File: config.mk
export PLATFORM = sky130hd
export DESIGN_NAME = buck_fault_supervisor
export DESIGN_NICKNAME = d
export VERILOG_FILES = /design/src/verilog/buck_fault_pkg.sv /design/src/verilog/buck_fault_supervisor.sv
export VERILOG_INCLUDE_DIRS = /design/src /design/src/verilog
export SDC_FILE = /design/constraint.sdc
export NUM_CORES = 1
export LEC_CHECK = 0
export BUFFER_PORTS_ARGS = -buffer_cell sky130_fd_sc_hd__buf_2
export CORE_ASPECT_RATIO = 1.75
export CORE_UTILIZATION = 51
export DETAILED_ROUTE_END_ITERATION = 10
export GPL_TIMING_DRIVEN = 1
export PLACE_DENSITY = 0.83
export REMOVE_ABC_BUFFERS = 1
export SLEW_MARGIN = 40
export SYNTH_ARGS = -nofsm -noshare
export SYNTH_HDL_FRONTEND = slang
export SYNTH_SLANG_ARGS = --single-unit
export TNS_END_PERCENT = 100
File: constraint.sdc
create_clock -name clk_i -period 1.65 [get_ports clk_i]
set_input_delay 0.165 -clock clk_i [delete_from_list [all_inputs] [get_ports clk_i]]
set_output_delay 0.165 -clock clk_i [all_outputs]
set_load 0.005 [all_outputs]
File: src/verilog/buck_fault_consts.svh
`ifndef BUCK_FAULT_CONSTS_SVH
`define BUCK_FAULT_CONSTS_SVH

// ============================================================
// Clock and timing
`define CLK_MHZ             50
`define UV_DELAY_US         68
`define PG_GLITCH_US        2
`define HICCUP_SLEEP_US     14000
`define PG_DELAY_US         1060
`define SS_RAMP_US          2000
`define UV_DELAY_CYC        (`UV_DELAY_US * `CLK_MHZ)
`define PG_GLITCH_CYC       (`PG_GLITCH_US * `CLK_MHZ)
`define HICCUP_SLEEP_CYC    (`HICCUP_SLEEP_US * `CLK_MHZ)
`define PG_DELAY_CYC        (`PG_DELAY_US * `CLK_MHZ)
`define SS_RAMP_CYC         (`SS_RAMP_US * `CLK_MHZ)
`define CNT_W               20

// ============================================================
// Register map (byte addresses)
`define REG_CTRL            8'h00
`define REG_STATUS          8'h04
`define REG_EVENTS          8'h08
`define REG_UV_COUNT        8'h0c

// ============================================================
// Fields and reset values
`define CTRL_UV_EN_BIT      0
`define CTRL_CCM_BIT        1
`define CTRL_RESET          32'h0000_0001
`define EV_UV_SHUTDOWN      0
`define EV_OV               1
`define EV_OOB              2
`define EV_PG_LATCH         3
`define EV_DISCHARGE        4
`define EV_W                5

// ============================================================
// Bus responses
`define RESP_OKAY           2'h0
`define RESP_SLVERR         2'h2

`endif

File: src/verilog/buck_fault_pkg.sv
package buck_fault_pkg;

  typedef enum logic [2:0] {
    ST_OFF      = 3'b000,
    ST_SOFT     = 3'b001,
    ST_RUN      = 3'b010,
    ST_HICCUP   = 3'b011
  } sup_state_t;

  // Comparator and supply inputs, all synchronous to clk_i
  typedef struct packed {
    logic enable;
    logic bias_low;
    logic input_supply_low;
    logic over_temp;
    logic ls_above_limit_set_pin;
    logic ls_above_clamp;
    logic ls_at_neg_limit;
    logic ls_zero_cross;
    logic fb_below_uv;
    logic fb_above_ov;
    logic fb_above_oob;
    logic fb_ss_done;
    logic fb_below_discharge;
  } sense_t;

  // Loop timing requests
  typedef struct packed {
    logic hs_request;
    logic on_time_done;
  } loop_t;

  // Power-stage commands
  typedef struct packed {
    logic hs_on;
    logic ls_on;
    logic discharge_on;
    logic ss_reset;
    logic force_ccm;
  } drive_t;

endpackage

File: src/verilog/buck_fault_supervisor.sv
// Implementation choices: the address map and the AXI4-Lite slave port.
`timescale 1ns/10ps
`include "buck_fault_consts.svh"

module buck_fault_supervisor #(
  parameter logic [`CNT_W-1:0] HICCUP_CYC = `CNT_W'(`HICCUP_SLEEP_CYC),
  parameter logic [`CNT_W-1:0] PG_DLY_CYC = `CNT_W'(`PG_DELAY_CYC),
  parameter logic [`CNT_W-1:0] SS_CYC     = `CNT_W'(`SS_RAMP_CYC)
) (
  // Clock and reset
  input  wire logic                     clk_i,
  input  wire logic                     rst_n_i,
  // Comparators and loop
  input  wire buck_fault_pkg::sense_t   sense_i,
  input  wire buck_fault_pkg::loop_t    loop_i,
  // Power stage
  output buck_fault_pkg::drive_t        drive_o,
  // Open-drain power-good pin
  output logic                          power_good_pin_o,
  output logic                          power_good_pin_oe_o,
  // AXI4-Lite write channels
  input  wire logic [7:0]               s_axi_awaddr,
  input  wire logic                     s_axi_awvalid,
  output logic                          s_axi_awready,
  input  wire logic [31:0]              s_axi_wdata,
  input  wire logic [3:0]               s_axi_wstrb,
  input  wire logic                     s_axi_wvalid,
  output logic                          s_axi_wready,
  output logic [1:0]                    s_axi_bresp,
  output logic                          s_axi_bvalid,
  input  wire logic                     s_axi_bready,
  // AXI4-Lite read channels
  input  wire logic [7:0]               s_axi_araddr,
  input  wire logic                     s_axi_arvalid,
  output logic                          s_axi_arready,
  output logic [31:0]                   s_axi_rdata,
  output logic [1:0]                    s_axi_rresp,
  output logic                          s_axi_rvalid,
  input  wire logic                     s_axi_rready
);

  // ============================================================
  // Declarations
  localparam logic [`CNT_W-1:0] UV_CYC  = `CNT_W'(`UV_DELAY_CYC);
  localparam logic [`CNT_W-1:0] GLT_CYC = `CNT_W'(`PG_GLITCH_CYC);

  buck_fault_pkg::sup_state_t state_ff;
  buck_fault_pkg::sup_state_t nxt_state;
  buck_fault_pkg::drive_t     drive_ff;
  buck_fault_pkg::drive_t     nxt_drive;

  logic [`CNT_W-1:0]  timer_ff;
  logic [`CNT_W-1:0]  uv_cnt_ff;
  logic [`CNT_W-1:0]  pg_cnt_ff;
  logic [`CNT_W-1:0]  glitch_cnt_ff;
  logic               ss_int_done_ff;
  logic               ov_latch_ff;
  logic               neg_pulse_ff;
  logic               pg_good_ff;
  logic               pg_latched_low_ff;
  logic               discharge_ff;
  logic               stop_req;
  logic               valley_hit;
  logic               uv_expired;
  logic               pg_fault;
  logic               switching;
  logic               ccm;
  logic [31:0]        ctrl_ff;
  logic [`EV_W-1:0]   events_ff;
  logic [`EV_W-1:0]   ev_set;
  logic               aw_held_ff;
  logic               w_held_ff;
  logic [7:0]         awaddr_ff;
  logic [31:0]        wdata_ff;
  logic [3:0]         wstrb_ff;
  logic               wr_fire;
  logic [31:0]        rd_word;
  logic               rd_hit;

  // Byte-lane merge of a write into a register word
  function automatic logic [31:0] merge(input logic [31:0] old, input logic [31:0] data,
                                        input logic [3:0] strb);
    logic [31:0] res;
    res = old;
    for (int i = 0; i < 4; i++) begin
      if (strb[i]) begin
        res[i*8 +: 8] = data[i*8 +: 8];
      end
    end
    return res;
  endfunction

  // Saturating up-counter step
  function automatic logic [`CNT_W-1:0] bump(input logic [`CNT_W-1:0] v);
    return (&v) ? v : v + `CNT_W'(1);
  endfunction

  // ============================================================
  // Fault conditions
  assign stop_req   = !sense_i.enable || sense_i.over_temp || sense_i.input_supply_low
                      || sense_i.bias_low;
  assign valley_hit = sense_i.ls_above_limit_set_pin || sense_i.ls_above_clamp;
  assign uv_expired = (uv_cnt_ff >= UV_CYC - `CNT_W'(1)) && sense_i.fb_below_uv;
  assign pg_fault   = sense_i.fb_below_uv || sense_i.fb_above_ov;
  assign switching  = (state_ff == buck_fault_pkg::ST_SOFT) || (state_ff == buck_fault_pkg::ST_RUN);
  assign ccm        = ctrl_ff[`CTRL_CCM_BIT] || sense_i.fb_above_oob;

  // ============================================================
  // Sequencing state machine
  always_comb begin
    nxt_state = state_ff;
    case (state_ff)
      buck_fault_pkg::ST_OFF: begin
        if (!stop_req) begin
          nxt_state = buck_fault_pkg::ST_SOFT;
        end
      end
      buck_fault_pkg::ST_SOFT: begin
        if (stop_req) begin
          nxt_state = buck_fault_pkg::ST_OFF;
        end else if (ss_int_done_ff && sense_i.fb_ss_done) begin
          nxt_state = buck_fault_pkg::ST_RUN;
        end
      end
      buck_fault_pkg::ST_RUN: begin
        if (stop_req) begin
          nxt_state = buck_fault_pkg::ST_OFF;
        end else if (uv_expired && ctrl_ff[`CTRL_UV_EN_BIT]) begin
          nxt_state = buck_fault_pkg::ST_HICCUP;
        end
      end
      buck_fault_pkg::ST_HICCUP: begin
        if (stop_req) begin
          nxt_state = buck_fault_pkg::ST_OFF;
        end else if (timer_ff >= HICCUP_CYC - `CNT_W'(1)) begin
          nxt_state = buck_fault_pkg::ST_SOFT;
        end
      end
      default: begin
        nxt_state = buck_fault_pkg::ST_OFF;
      end
    endcase
  end

  always_ff @(posedge clk_i) begin
    if (!rst_n_i) begin
      state_ff <= buck_fault_pkg::ST_OFF;
    end else begin
      state_ff <= nxt_state;
    end
  end

  // ============================================================
  // Soft-start ramp and hiccup sleep timer
  always_ff @(posedge clk_i) begin
    if (!rst_n_i || nxt_state != state_ff) begin
      timer_ff       <= '0;
      ss_int_done_ff <= 1'b0;
    end else begin
      timer_ff <= bump(timer_ff);
      if (state_ff == buck_fault_pkg::ST_SOFT && timer_ff >= SS_CYC - `CNT_W'(1)) begin
        ss_int_done_ff <= 1'b1;
      end
    end
  end

  // ============================================================
  // Undervoltage delay counter
  always_ff @(posedge clk_i) begin
    if (!rst_n_i || state_ff != buck_fault_pkg::ST_RUN || !sense_i.fb_below_uv) begin
      uv_cnt_ff <= '0;
    end else begin
      uv_cnt_ff <= bump(uv_cnt_ff);
    end
  end

  // ============================================================
  // Overvoltage latch and negative-limit on-time pulse
  always_ff @(posedge clk_i) begin
    if (!rst_n_i || !switching) begin
      ov_latch_ff <= 1'b0;
    end else if (state_ff == buck_fault_pkg::ST_RUN && sense_i.fb_above_ov) begin
      ov_latch_ff <= 1'b1;
    end
  end

  always_ff @(posedge clk_i) begin
    if (!rst_n_i || !switching) begin
      neg_pulse_ff <= 1'b0;
    end else if (neg_pulse_ff && loop_i.on_time_done) begin
      neg_pulse_ff <= 1'b0;
    end else if (drive_ff.ls_on && sense_i.ls_at_neg_limit) begin
      neg_pulse_ff <= 1'b1;
    end
  end

  // ============================================================
  // Output discharge
  always_ff @(posedge clk_i) begin
    if (!rst_n_i) begin
      discharge_ff <= 1'b0;
    end else if (sense_i.fb_below_discharge) begin
      discharge_ff <= 1'b0;
    end else if (stop_req && state_ff != buck_fault_pkg::ST_OFF) begin
      discharge_ff <= 1'b1;
    end
  end

  // ============================================================
  // Switch commands
  always_comb begin
    nxt_drive              = '0;
    nxt_drive.force_ccm    = switching && ccm;
    nxt_drive.ss_reset     = !switching;
    nxt_drive.discharge_on = discharge_ff && !switching;
    if (switching && !stop_req) begin
      if (neg_pulse_ff && !loop_i.on_time_done) begin
        nxt_drive.hs_on = 1'b1;
      end else if (drive_ff.ls_on && sense_i.ls_at_neg_limit) begin
        nxt_drive.hs_on = 1'b1;
      end else if (drive_ff.ls_on && valley_hit) begin
        nxt_drive.ls_on = 1'b1;
      end else if (ov_latch_ff) begin
        nxt_drive.ls_on = 1'b1;
      end else if (loop_i.hs_request) begin
        nxt_drive.hs_on = 1'b1;
      end else begin
        nxt_drive.ls_on = ccm || !sense_i.ls_zero_cross;
      end
    end
  end

  always_ff @(posedge clk_i) begin
    if (!rst_n_i) begin
      drive_ff <= '{hs_on: 1'b0, ls_on: 1'b0, discharge_on: 1'b0, ss_reset: 1'b1, force_ccm: 1'b0};
    end else begin
      drive_ff <= nxt_drive;
    end
  end

  assign drive_o = drive_ff;

  // ============================================================
  // Power-good
  always_ff @(posedge clk_i) begin
    if (!rst_n_i || state_ff != buck_fault_pkg::ST_RUN) begin
      pg_cnt_ff <= '0;
    end else begin
      pg_cnt_ff <= bump(pg_cnt_ff);
    end
  end

  always_ff @(posedge clk_i) begin
    if (!rst_n_i || state_ff != buck_fault_pkg::ST_RUN || !pg_fault) begin
      glitch_cnt_ff <= '0;
    end else begin
      glitch_cnt_ff <= bump(glitch_cnt_ff);
    end
  end

  always_ff @(posedge clk_i) begin
    if (!rst_n_i || !sense_i.enable || sense_i.input_supply_low || sense_i.bias_low) begin
      pg_latched_low_ff <= 1'b0;
    end else if (glitch_cnt_ff >= GLT_CYC - `CNT_W'(1) && pg_fault) begin
      pg_latched_low_ff <= 1'b1;
    end
  end

  always_ff @(posedge clk_i) begin
    if (!rst_n_i || state_ff != buck_fault_pkg::ST_RUN || pg_latched_low_ff) begin
      pg_good_ff <= 1'b0;
    end else if (pg_cnt_ff >= PG_DLY_CYC - `CNT_W'(1)) begin
      pg_good_ff <= 1'b1;
    end
  end

  assign power_good_pin_o    = 1'b0;
  assign power_good_pin_oe_o = !pg_good_ff;

  // ============================================================
  // Sticky event flags
  always_comb begin
    ev_set                   = '0;
    ev_set[`EV_UV_SHUTDOWN]  = state_ff == buck_fault_pkg::ST_RUN && nxt_state == buck_fault_pkg::ST_HICCUP;
    ev_set[`EV_OV]           = state_ff == buck_fault_pkg::ST_RUN && sense_i.fb_above_ov;
    ev_set[`EV_OOB]          = switching && sense_i.fb_above_oob;
    ev_set[`EV_PG_LATCH]     = pg_latched_low_ff;
    ev_set[`EV_DISCHARGE]    = discharge_ff;
  end

  always_ff @(posedge clk_i) begin
    if (!rst_n_i) begin
      events_ff <= '0;
    end else if (wr_fire && awaddr_ff == `REG_EVENTS) begin
      events_ff <= `EV_W'((events_ff & ~merge(32'h0, wdata_ff, wstrb_ff)) | ev_set);
    end else begin
      events_ff <= events_ff | ev_set;
    end
  end

  // ============================================================
  // AXI4-Lite write path
  assign s_axi_awready = !aw_held_ff && !s_axi_bvalid;
  assign s_axi_wready  = !w_held_ff && !s_axi_bvalid;
  assign wr_fire       = aw_held_ff && w_held_ff && !s_axi_bvalid;

  always_ff @(posedge clk_i) begin
    if (!rst_n_i) begin
      aw_held_ff <= 1'b0;
      awaddr_ff  <= 8'h00;
    end else if (s_axi_awvalid && s_axi_awready) begin
      aw_held_ff <= 1'b1;
      awaddr_ff  <= s_axi_awaddr;
    end else if (wr_fire) begin
      aw_held_ff <= 1'b0;
    end
  end

  always_ff @(posedge clk_i) begin
    if (!rst_n_i) begin
      w_held_ff <= 1'b0;
      wdata_ff  <= 32'h0000_0000;
      wstrb_ff  <= 4'h0;
    end else if (s_axi_wvalid && s_axi_wready) begin
      w_held_ff <= 1'b1;
      wdata_ff  <= s_axi_wdata;
      wstrb_ff  <= s_axi_wstrb;
    end else if (wr_fire) begin
      w_held_ff <= 1'b0;
    end
  end

  always_ff @(posedge clk_i) begin
    if (!rst_n_i) begin
      s_axi_bvalid <= 1'b0;
      s_axi_bresp  <= `RESP_OKAY;
    end else if (wr_fire) begin
      s_axi_bvalid <= 1'b1;
      s_axi_bresp  <= (awaddr_ff == `REG_CTRL || awaddr_ff == `REG_STATUS || awaddr_ff == `REG_EVENTS
                       || awaddr_ff == `REG_UV_COUNT) ? `RESP_OKAY : `RESP_SLVERR;
    end else if (s_axi_bready) begin
      s_axi_bvalid <= 1'b0;
    end
  end

  always_ff @(posedge clk_i) begin
    if (!rst_n_i) begin
      ctrl_ff <= `CTRL_RESET;
    end else if (wr_fire && awaddr_ff == `REG_CTRL) begin
      ctrl_ff <= merge(ctrl_ff, wdata_ff, wstrb_ff) & 32'h0000_0003;
    end
  end

  // ============================================================
  // AXI4-Lite read path
  always_comb begin
    rd_word = 32'h0000_0000;
    rd_hit  = 1'b1;
    case (s_axi_araddr)
      `REG_CTRL:     rd_word = ctrl_ff;
      `REG_STATUS:   rd_word = {22'h0, sense_i.fb_above_oob, ov_latch_ff, pg_latched_low_ff, pg_good_ff,
                                discharge_ff, ss_int_done_ff, 1'b0, state_ff};
      `REG_EVENTS:   rd_word = {27'h0, events_ff};
      `REG_UV_COUNT: rd_word = {12'h0, uv_cnt_ff};
      default:       rd_hit  = 1'b0;
    endcase
  end

  assign s_axi_arready = !s_axi_rvalid;

  always_ff @(posedge clk_i) begin
    if (!rst_n_i) begin
      s_axi_rvalid <= 1'b0;
      s_axi_rdata  <= 32'h0000_0000;
      s_axi_rresp  <= `RESP_OKAY;
    end else if (s_axi_arvalid && s_axi_arready) begin
      s_axi_rvalid <= 1'b1;
      s_axi_rdata  <= rd_word;
      s_axi_rresp  <= rd_hit ? `RESP_OKAY : `RESP_SLVERR;
    end else if (s_axi_rready) begin
      s_axi_rvalid <= 1'b0;
    end
  end

endmodule
=== Yosys cells after proc, flatten, opt, wreduce, memory -nomap -nowiden ===
Cells that the tools add are included.
Widths: inputs -> output; s select.

* Output and inout bits: 48
* Word-level logic and storage cells: 162
* Flip-flop bits (word level): 185
* Memories: 0
* Bits in writable memories: 0
* Bits in latches: 0
* Input port bits: 74
* Memory bits (read-only): 0

* Bitwise logic cells: 6
* Divide/modulo/power cells: 0
* Magnitude comparators: 5
* Shift operators: 0
* Equality and inequality tests: 12
* Reduce and logical (&&, ||, !) cells: 76
* Multipliers: 0
* Multiplexer cells: 31
* Add/sub/neg operators: 4

{| class="wikitable"
|+ Operator list
! operator !! number
|-
| $add 20x1->20 const B || 4
|-
| $pmux 20 s4 || 1
|-
| $reduce_and 20->1 || 4
|-
| $eq 8x4->1 const B || 4
|-
| $logic_and 1x1->1 || 25
|-
| $mux 3 || 7
|-
| $ge 20x12->1 const B || 1
|-
| $ge 20x16->1 const B || 1
|-
| $ge 20x17->1 const B || 1
|-
| $ge 20x20->1 const B || 1
|-
| $ge 20x7->1 const B || 1
|-
| $logic_or 1x1->1 || 20
|-
| $mux 5 || 4
|-
| $eq 8x3->1 const B || 2
|-
| $logic_not 8->1 || 2
|-
| $mux 1 || 16
|-
| $logic_not 1->1 || 13
|-
| $pmux 3 s4 || 1
|-
| $or 5x5->5 || 2
|-
| $eq 3x2->1 const B || 3
|-
| $reduce_bool 2->1 || 4
|-
| $reduce_or 4->1 || 2
|-
| $and 5x5->5 || 1
|-
| $not 5->5 || 1
|-
| other kinds (9) || 13
|}

=== Logic depth before layout (Yosys ltp) ===
* Depth after elaboration: 10
* Mapped depth: 8
* Depth with buffers taken out: 6

=== Worst setup path before layout ===
OpenSTA, ideal clock, no wires.

* Kind: reg-to-reg
* Start point: register uv_cnt_ff[0]
* End point: register timer_ff[10]
* Path buffers: 1
* Cell stages (with the launch flop): 8
* Setup slack: -0.135 ns
* Data arrival time: 1.655 ns
* Clock period less this slack: 1.785 ns
* Setup time: 0.130 ns
* Required time: 1.520 ns
* Cells stage by stage: dfxtp_1 > ha_1 > nand2_1 > a211oi_1 > o211ai_1 > a32oi_1 > clkbuf_1 > nor3_1

* Longest elaborated chain between the ends: 8

{| class="wikitable"
|+ Ends and longest elaborated chain
! element !! line !! text
|-
| start: declaration || buck_fault_supervisor.sv:53 || <nowiki>logic [`CNT_W-1:0] uv_cnt_ff;</nowiki>
|-
| start signal: assignment || buck_fault_supervisor.sv:173 || <nowiki>uv_cnt_ff <= bump(uv_cnt_ff);</nowiki>
|-
| $ge 20x12->1 || buck_fault_supervisor.sv:103 || <nowiki>assign uv_expired = (uv_cnt_ff >= UV_CYC - `CNT_W'(1)) && sense_i.fb_below_uv;</nowiki>
|-
| $logic_and 1x1->1 || buck_fault_supervisor.sv:103 ||
|-
| $logic_and 1x1->1 || buck_fault_supervisor.sv:128 || <nowiki>end else if (uv_expired && ctrl_ff[`CTRL_UV_EN_BIT]) begin</nowiki>
|-
| $mux 3 || buck_fault_supervisor.sv:128 ||
|-
| $mux 3 || buck_fault_supervisor.sv:126 || <nowiki>if (stop_req) begin</nowiki>
|-
| $pmux 3 s4 || buck_fault_supervisor.sv:112 || <nowiki>case (state_ff)</nowiki>
|-
| $ne 3x3->1 || buck_fault_supervisor.sv:156 || <nowiki>if (!rst_n_i || nxt_state != state_ff) begin</nowiki>
|-
| $logic_or 1x1->1 || buck_fault_supervisor.sv:156 ||
|-
| end signal: assignment || buck_fault_supervisor.sv:160 || <nowiki>timer_ff <= bump(timer_ff);</nowiki>
|-
| end: declaration || buck_fault_supervisor.sv:52 || <nowiki>logic [`CNT_W-1:0] timer_ff;</nowiki>
|}

No other way between the ends.
A chain may end at the register's enable or synchronous reset.

=== Final worst setup path ===
* Start point: register uv_cnt_ff[15]
* End point: register timer_ff[18]

The elaborated chain is that of the path after synthesis.

==> results.sh <==
export IMPL_n_antenna_cell=0
export IMPL_area_delta_synth_final_pct=50.41
export IMPL_pwr_density_cell_nw_per_um2=795.6
export IMPL_dp_slack_ns=-0.2183
export IMPL_dieWidth_um=89.88
export IMPL_start_util_pct=52.72
export IMPL_leakagePower_nw=3.935
export IMPL_synth_compound_area_share_pct=15.36
export IMPL_slew_viol_final=0
export IMPL_antenna_found_initial=0
export IMPL_place_hpwl_um=13640
export IMPL_ant_nets=0
export IMPL_drc=0
export IMPL_path_cells="nor4_4, nand3_1, o211ai_1, a32oi_1, buf_4, a2111oi_4"
export IMPL_dr_pass1_iters=5
export IMPL_yosysWarnings=0
export IMPL_hold_violations=0
export IMPL_worst_pin_slew_ns=0.5967
export IMPL_max_slew_margin_pct=60.14
export IMPL_numCtsBuffers=17
export IMPL_row_count=55
export IMPL_avgViaCountPerCell=6.384
export IMPL_groute_usage_overall_pct=31.99
export IMPL_min_period_over_period_pct=124.6
export IMPL_fin_worst_skew_ns=0.01043
export IMPL_path_class="reg -> reg"
export IMPL_synth_main_ff_cell="dfxtp_1"
export IMPL_crit_slowest_cell="o211ai_1"
export IMPL_grt_pass1_vias=7518
export IMPL_finalCriticalPeriod_ns=2.056
export IMPL_ir_drop_uv=796.5
export IMPL_synthAdderAreaFrac_pct=0.7261
export IMPL_tritoncts="yes"
export IMPL_max_freq_ghz=0.4864
export IMPL_vias=7756
export IMPL_routedWlPerCell_um=22.09
export IMPL_netlist_area_um2=6893
export IMPL_grt_pass1_wl_um=35580
export IMPL_coreArea_um2=13080
export IMPL_die_y_um=155.8
export IMPL_routed_wl_um=26840
export IMPL_crit_path_max_fanout=7
export IMPL_grt_max_degree=49
export IMPL_synth_async_reset_ratio_pct=0
export IMPL_portBuffers=76
export IMPL_layout_nets=1109
export IMPL_yosys_area_top_type="dfxtp_1"
export IMPL_synth_area_mux_share_pct=4.266
export IMPL_report_power_total_w=0.008248
export IMPL_critPathRequiredTime_ns=1.97
export IMPL_rsz0062_at_grt="yes"
export IMPL_final_layout_size_suffix_gt1_share_pct=45.11
export IMPL_grt_overflow=0
export IMPL_htreeDepth=4
export IMPL_status="finished, violations left"
export IMPL_dieArea_um2=14000
export IMPL_setup_violations=64
export IMPL_synth_xor_area_share_pct=6.099
export IMPL_synth_top_cell_area_share_pct=40.95
export IMPL_path_delay_family="compound AO/OA/AOI/OAI gates"
export IMPL_synth_cell_types=68
export IMPL_worstPathArrival_ns=2.38
export IMPL_timing_critical_path_buf_inv=1
export IMPL_instances_no_fill=1215
export IMPL_synth_edff_count=0
export IMPL_cts_root_buf="clkbuf_16"
export IMPL_clkSlewWorstSetupHoldPaths_ns=0.06
export IMPL_clockBufferDepth=2
export IMPL_ys_seq_area_share_pct=40.95
export IMPL_cts_sinks=141
export IMPL_clk_latency_ns=0.44
export IMPL_min_path_type="in -> reg"
export IMPL_syn_area_per_cell_um2=8.770
export IMPL_setup_slack_ns=-0.4058
export IMPL_endpoint_kind="flip-flop"
export IMPL_stdcell_area_um2=10370
export IMPL_drtIter0Drc=581
export IMPL_drv_cap=0
export IMPL_synth_cells=786
export IMPL_dp_cells=1144
export IMPL_ys_ff_latch=141
export IMPL_io_pins=122
export IMPL_worst_hold_slack_ns=0.02584
export IMPL_violations="negative setup slack"
export IMPL_synth_area_leaders="dfxtp_1, xnor2_1, nand2_1, nor2_1, nor2b_1"
export IMPL_synth_simple_area_share_pct=27.26
export IMPL_synth_top_family_by_area="simple AND/OR/NAND/NOR gates"
export IMPL_placed_cell_area_um2=8406
export IMPL_finalWeightedCongestion=0.9189
export IMPL_max_stage_delay_ns=0.37
export IMPL_startpoint_type="flip-flop"
final cells by class:
type                    count  area (µm²)
repair buffers            267        1981
fillers                   725        2708
inverters                  16       60.06
multi-input cells         588        4584
clock buffers              18       439.2
clock inverters            14       215.2
flip-flops and latches    141        2874
well taps                 171       214.0
where the power goes:
part	switching, W	total [W]	internal (W)	leakage, nW
combinational	0.000219	0.000420	0.000200	2.46
sequential	0.0000395	0.00348	0.00344	1.16
clock	0.00162	0.00435	0.00272	0.316
total	0.00188	0.00825	0.00637	3.94
logic make-up after synthesis:
family | count (synthesis)
AOI/OAI and AO/OA | 150
buffers and inverters | 72
adders and majority gates | 4
DFF | 141
other | 1
and+or+nand+nor | 344
muxes | 26
xor gates and xnor gates | 48
flip-flops by register name (all words and copies together) (netlist names), 5 cells and up:
name / cells
timer_ff: 20
s_axi_rdata: 20
uv_cnt_ff: 20
pg_cnt_ff: 20
glitch_cnt_ff: 20
awaddr_ff: 8
drive_o: 5
events_ff: 5
wdata_ff: 5
per-layer routing:
metal  track usage [%]  wire (µm)
met4             21.20       2240
met1             30.68       8735
met2             60.81      13910
met3             6.920       1945
met5                 0          0
Yosys cell counts (10+ instances only):
master	n
clkbuf_1	24
a211oi_1	22
buf_4	16
inv_1	16
buf_2	13
and4_1	10
o21ai_0	13
nor2_1	64
dfxtp_1	141
xnor2_1	45
nor2b_1	32
a21oi_1	25
nand3_1	28
nor4_1	18
nand4_1	20
and2_1	13
a31oi_1	10
mux2i_1	17
nand2_1	65
a21boi_0	15
nor3_1	32
a22oi_1	19
final timing paths:
path                            cells past startpoint  slack (ns)              to      startpoint
worst min register to register                      2        0.46  s_axi_rdata[3]  s_axi_rdata[3]
worst max register to register                      6       -0.41    timer_ff[18]   uv_cnt_ff[15]
worst min-delay path                                3        0.03     wdata_ff[1]  s_axi_wdata[1]
worst max-delay path                                6       -0.41    timer_ff[18]   uv_cnt_ff[15]
worst min-delay path: stages:
cell and delay [ns]:
buf_2 0.09, mux2i_1 0.06, nor2b_1 0.11
cell usage in the layout, fill, tap and decap left out, types with 15 or more instances in the layout:
cell and n:
a211oi_2 15, a21oi_1 17, a22oi_1 19, buf_2 76, buf_4 150, buf_6 27
clkbuf_16 17, conb_1 16, dfxtp_1 106, dfxtp_2 32, inv_1 16, mux2i_1 17
nand2_1 58, nand3_1 21, nand4_1 20, nor2_1 61, nor2b_1 32, nor3_2 16
xnor2_1 42
what timing repair did:
item                       in CTS  in global routing
setup endpoints to repair      50                 84
hold buffers                   11                  0
pin swaps                      40                 69
setup buffers                  13                 16
cloned                          2                  0
hold endpoints to repair        9                  0
resized for setup              90                135
stage by stage:
step / utilization [%] / TNS (ns)
final: 79.29 / -12.88
after global routing: 79.29 / -17.54
after global placement: 64.29 / -4.340
after CTS: 73.86 / -2.641
after detailed placement: 64.29 / -4.841
after floorplan: - / -21.29
No activity file was read; power rests on OpenSTA's default activity.
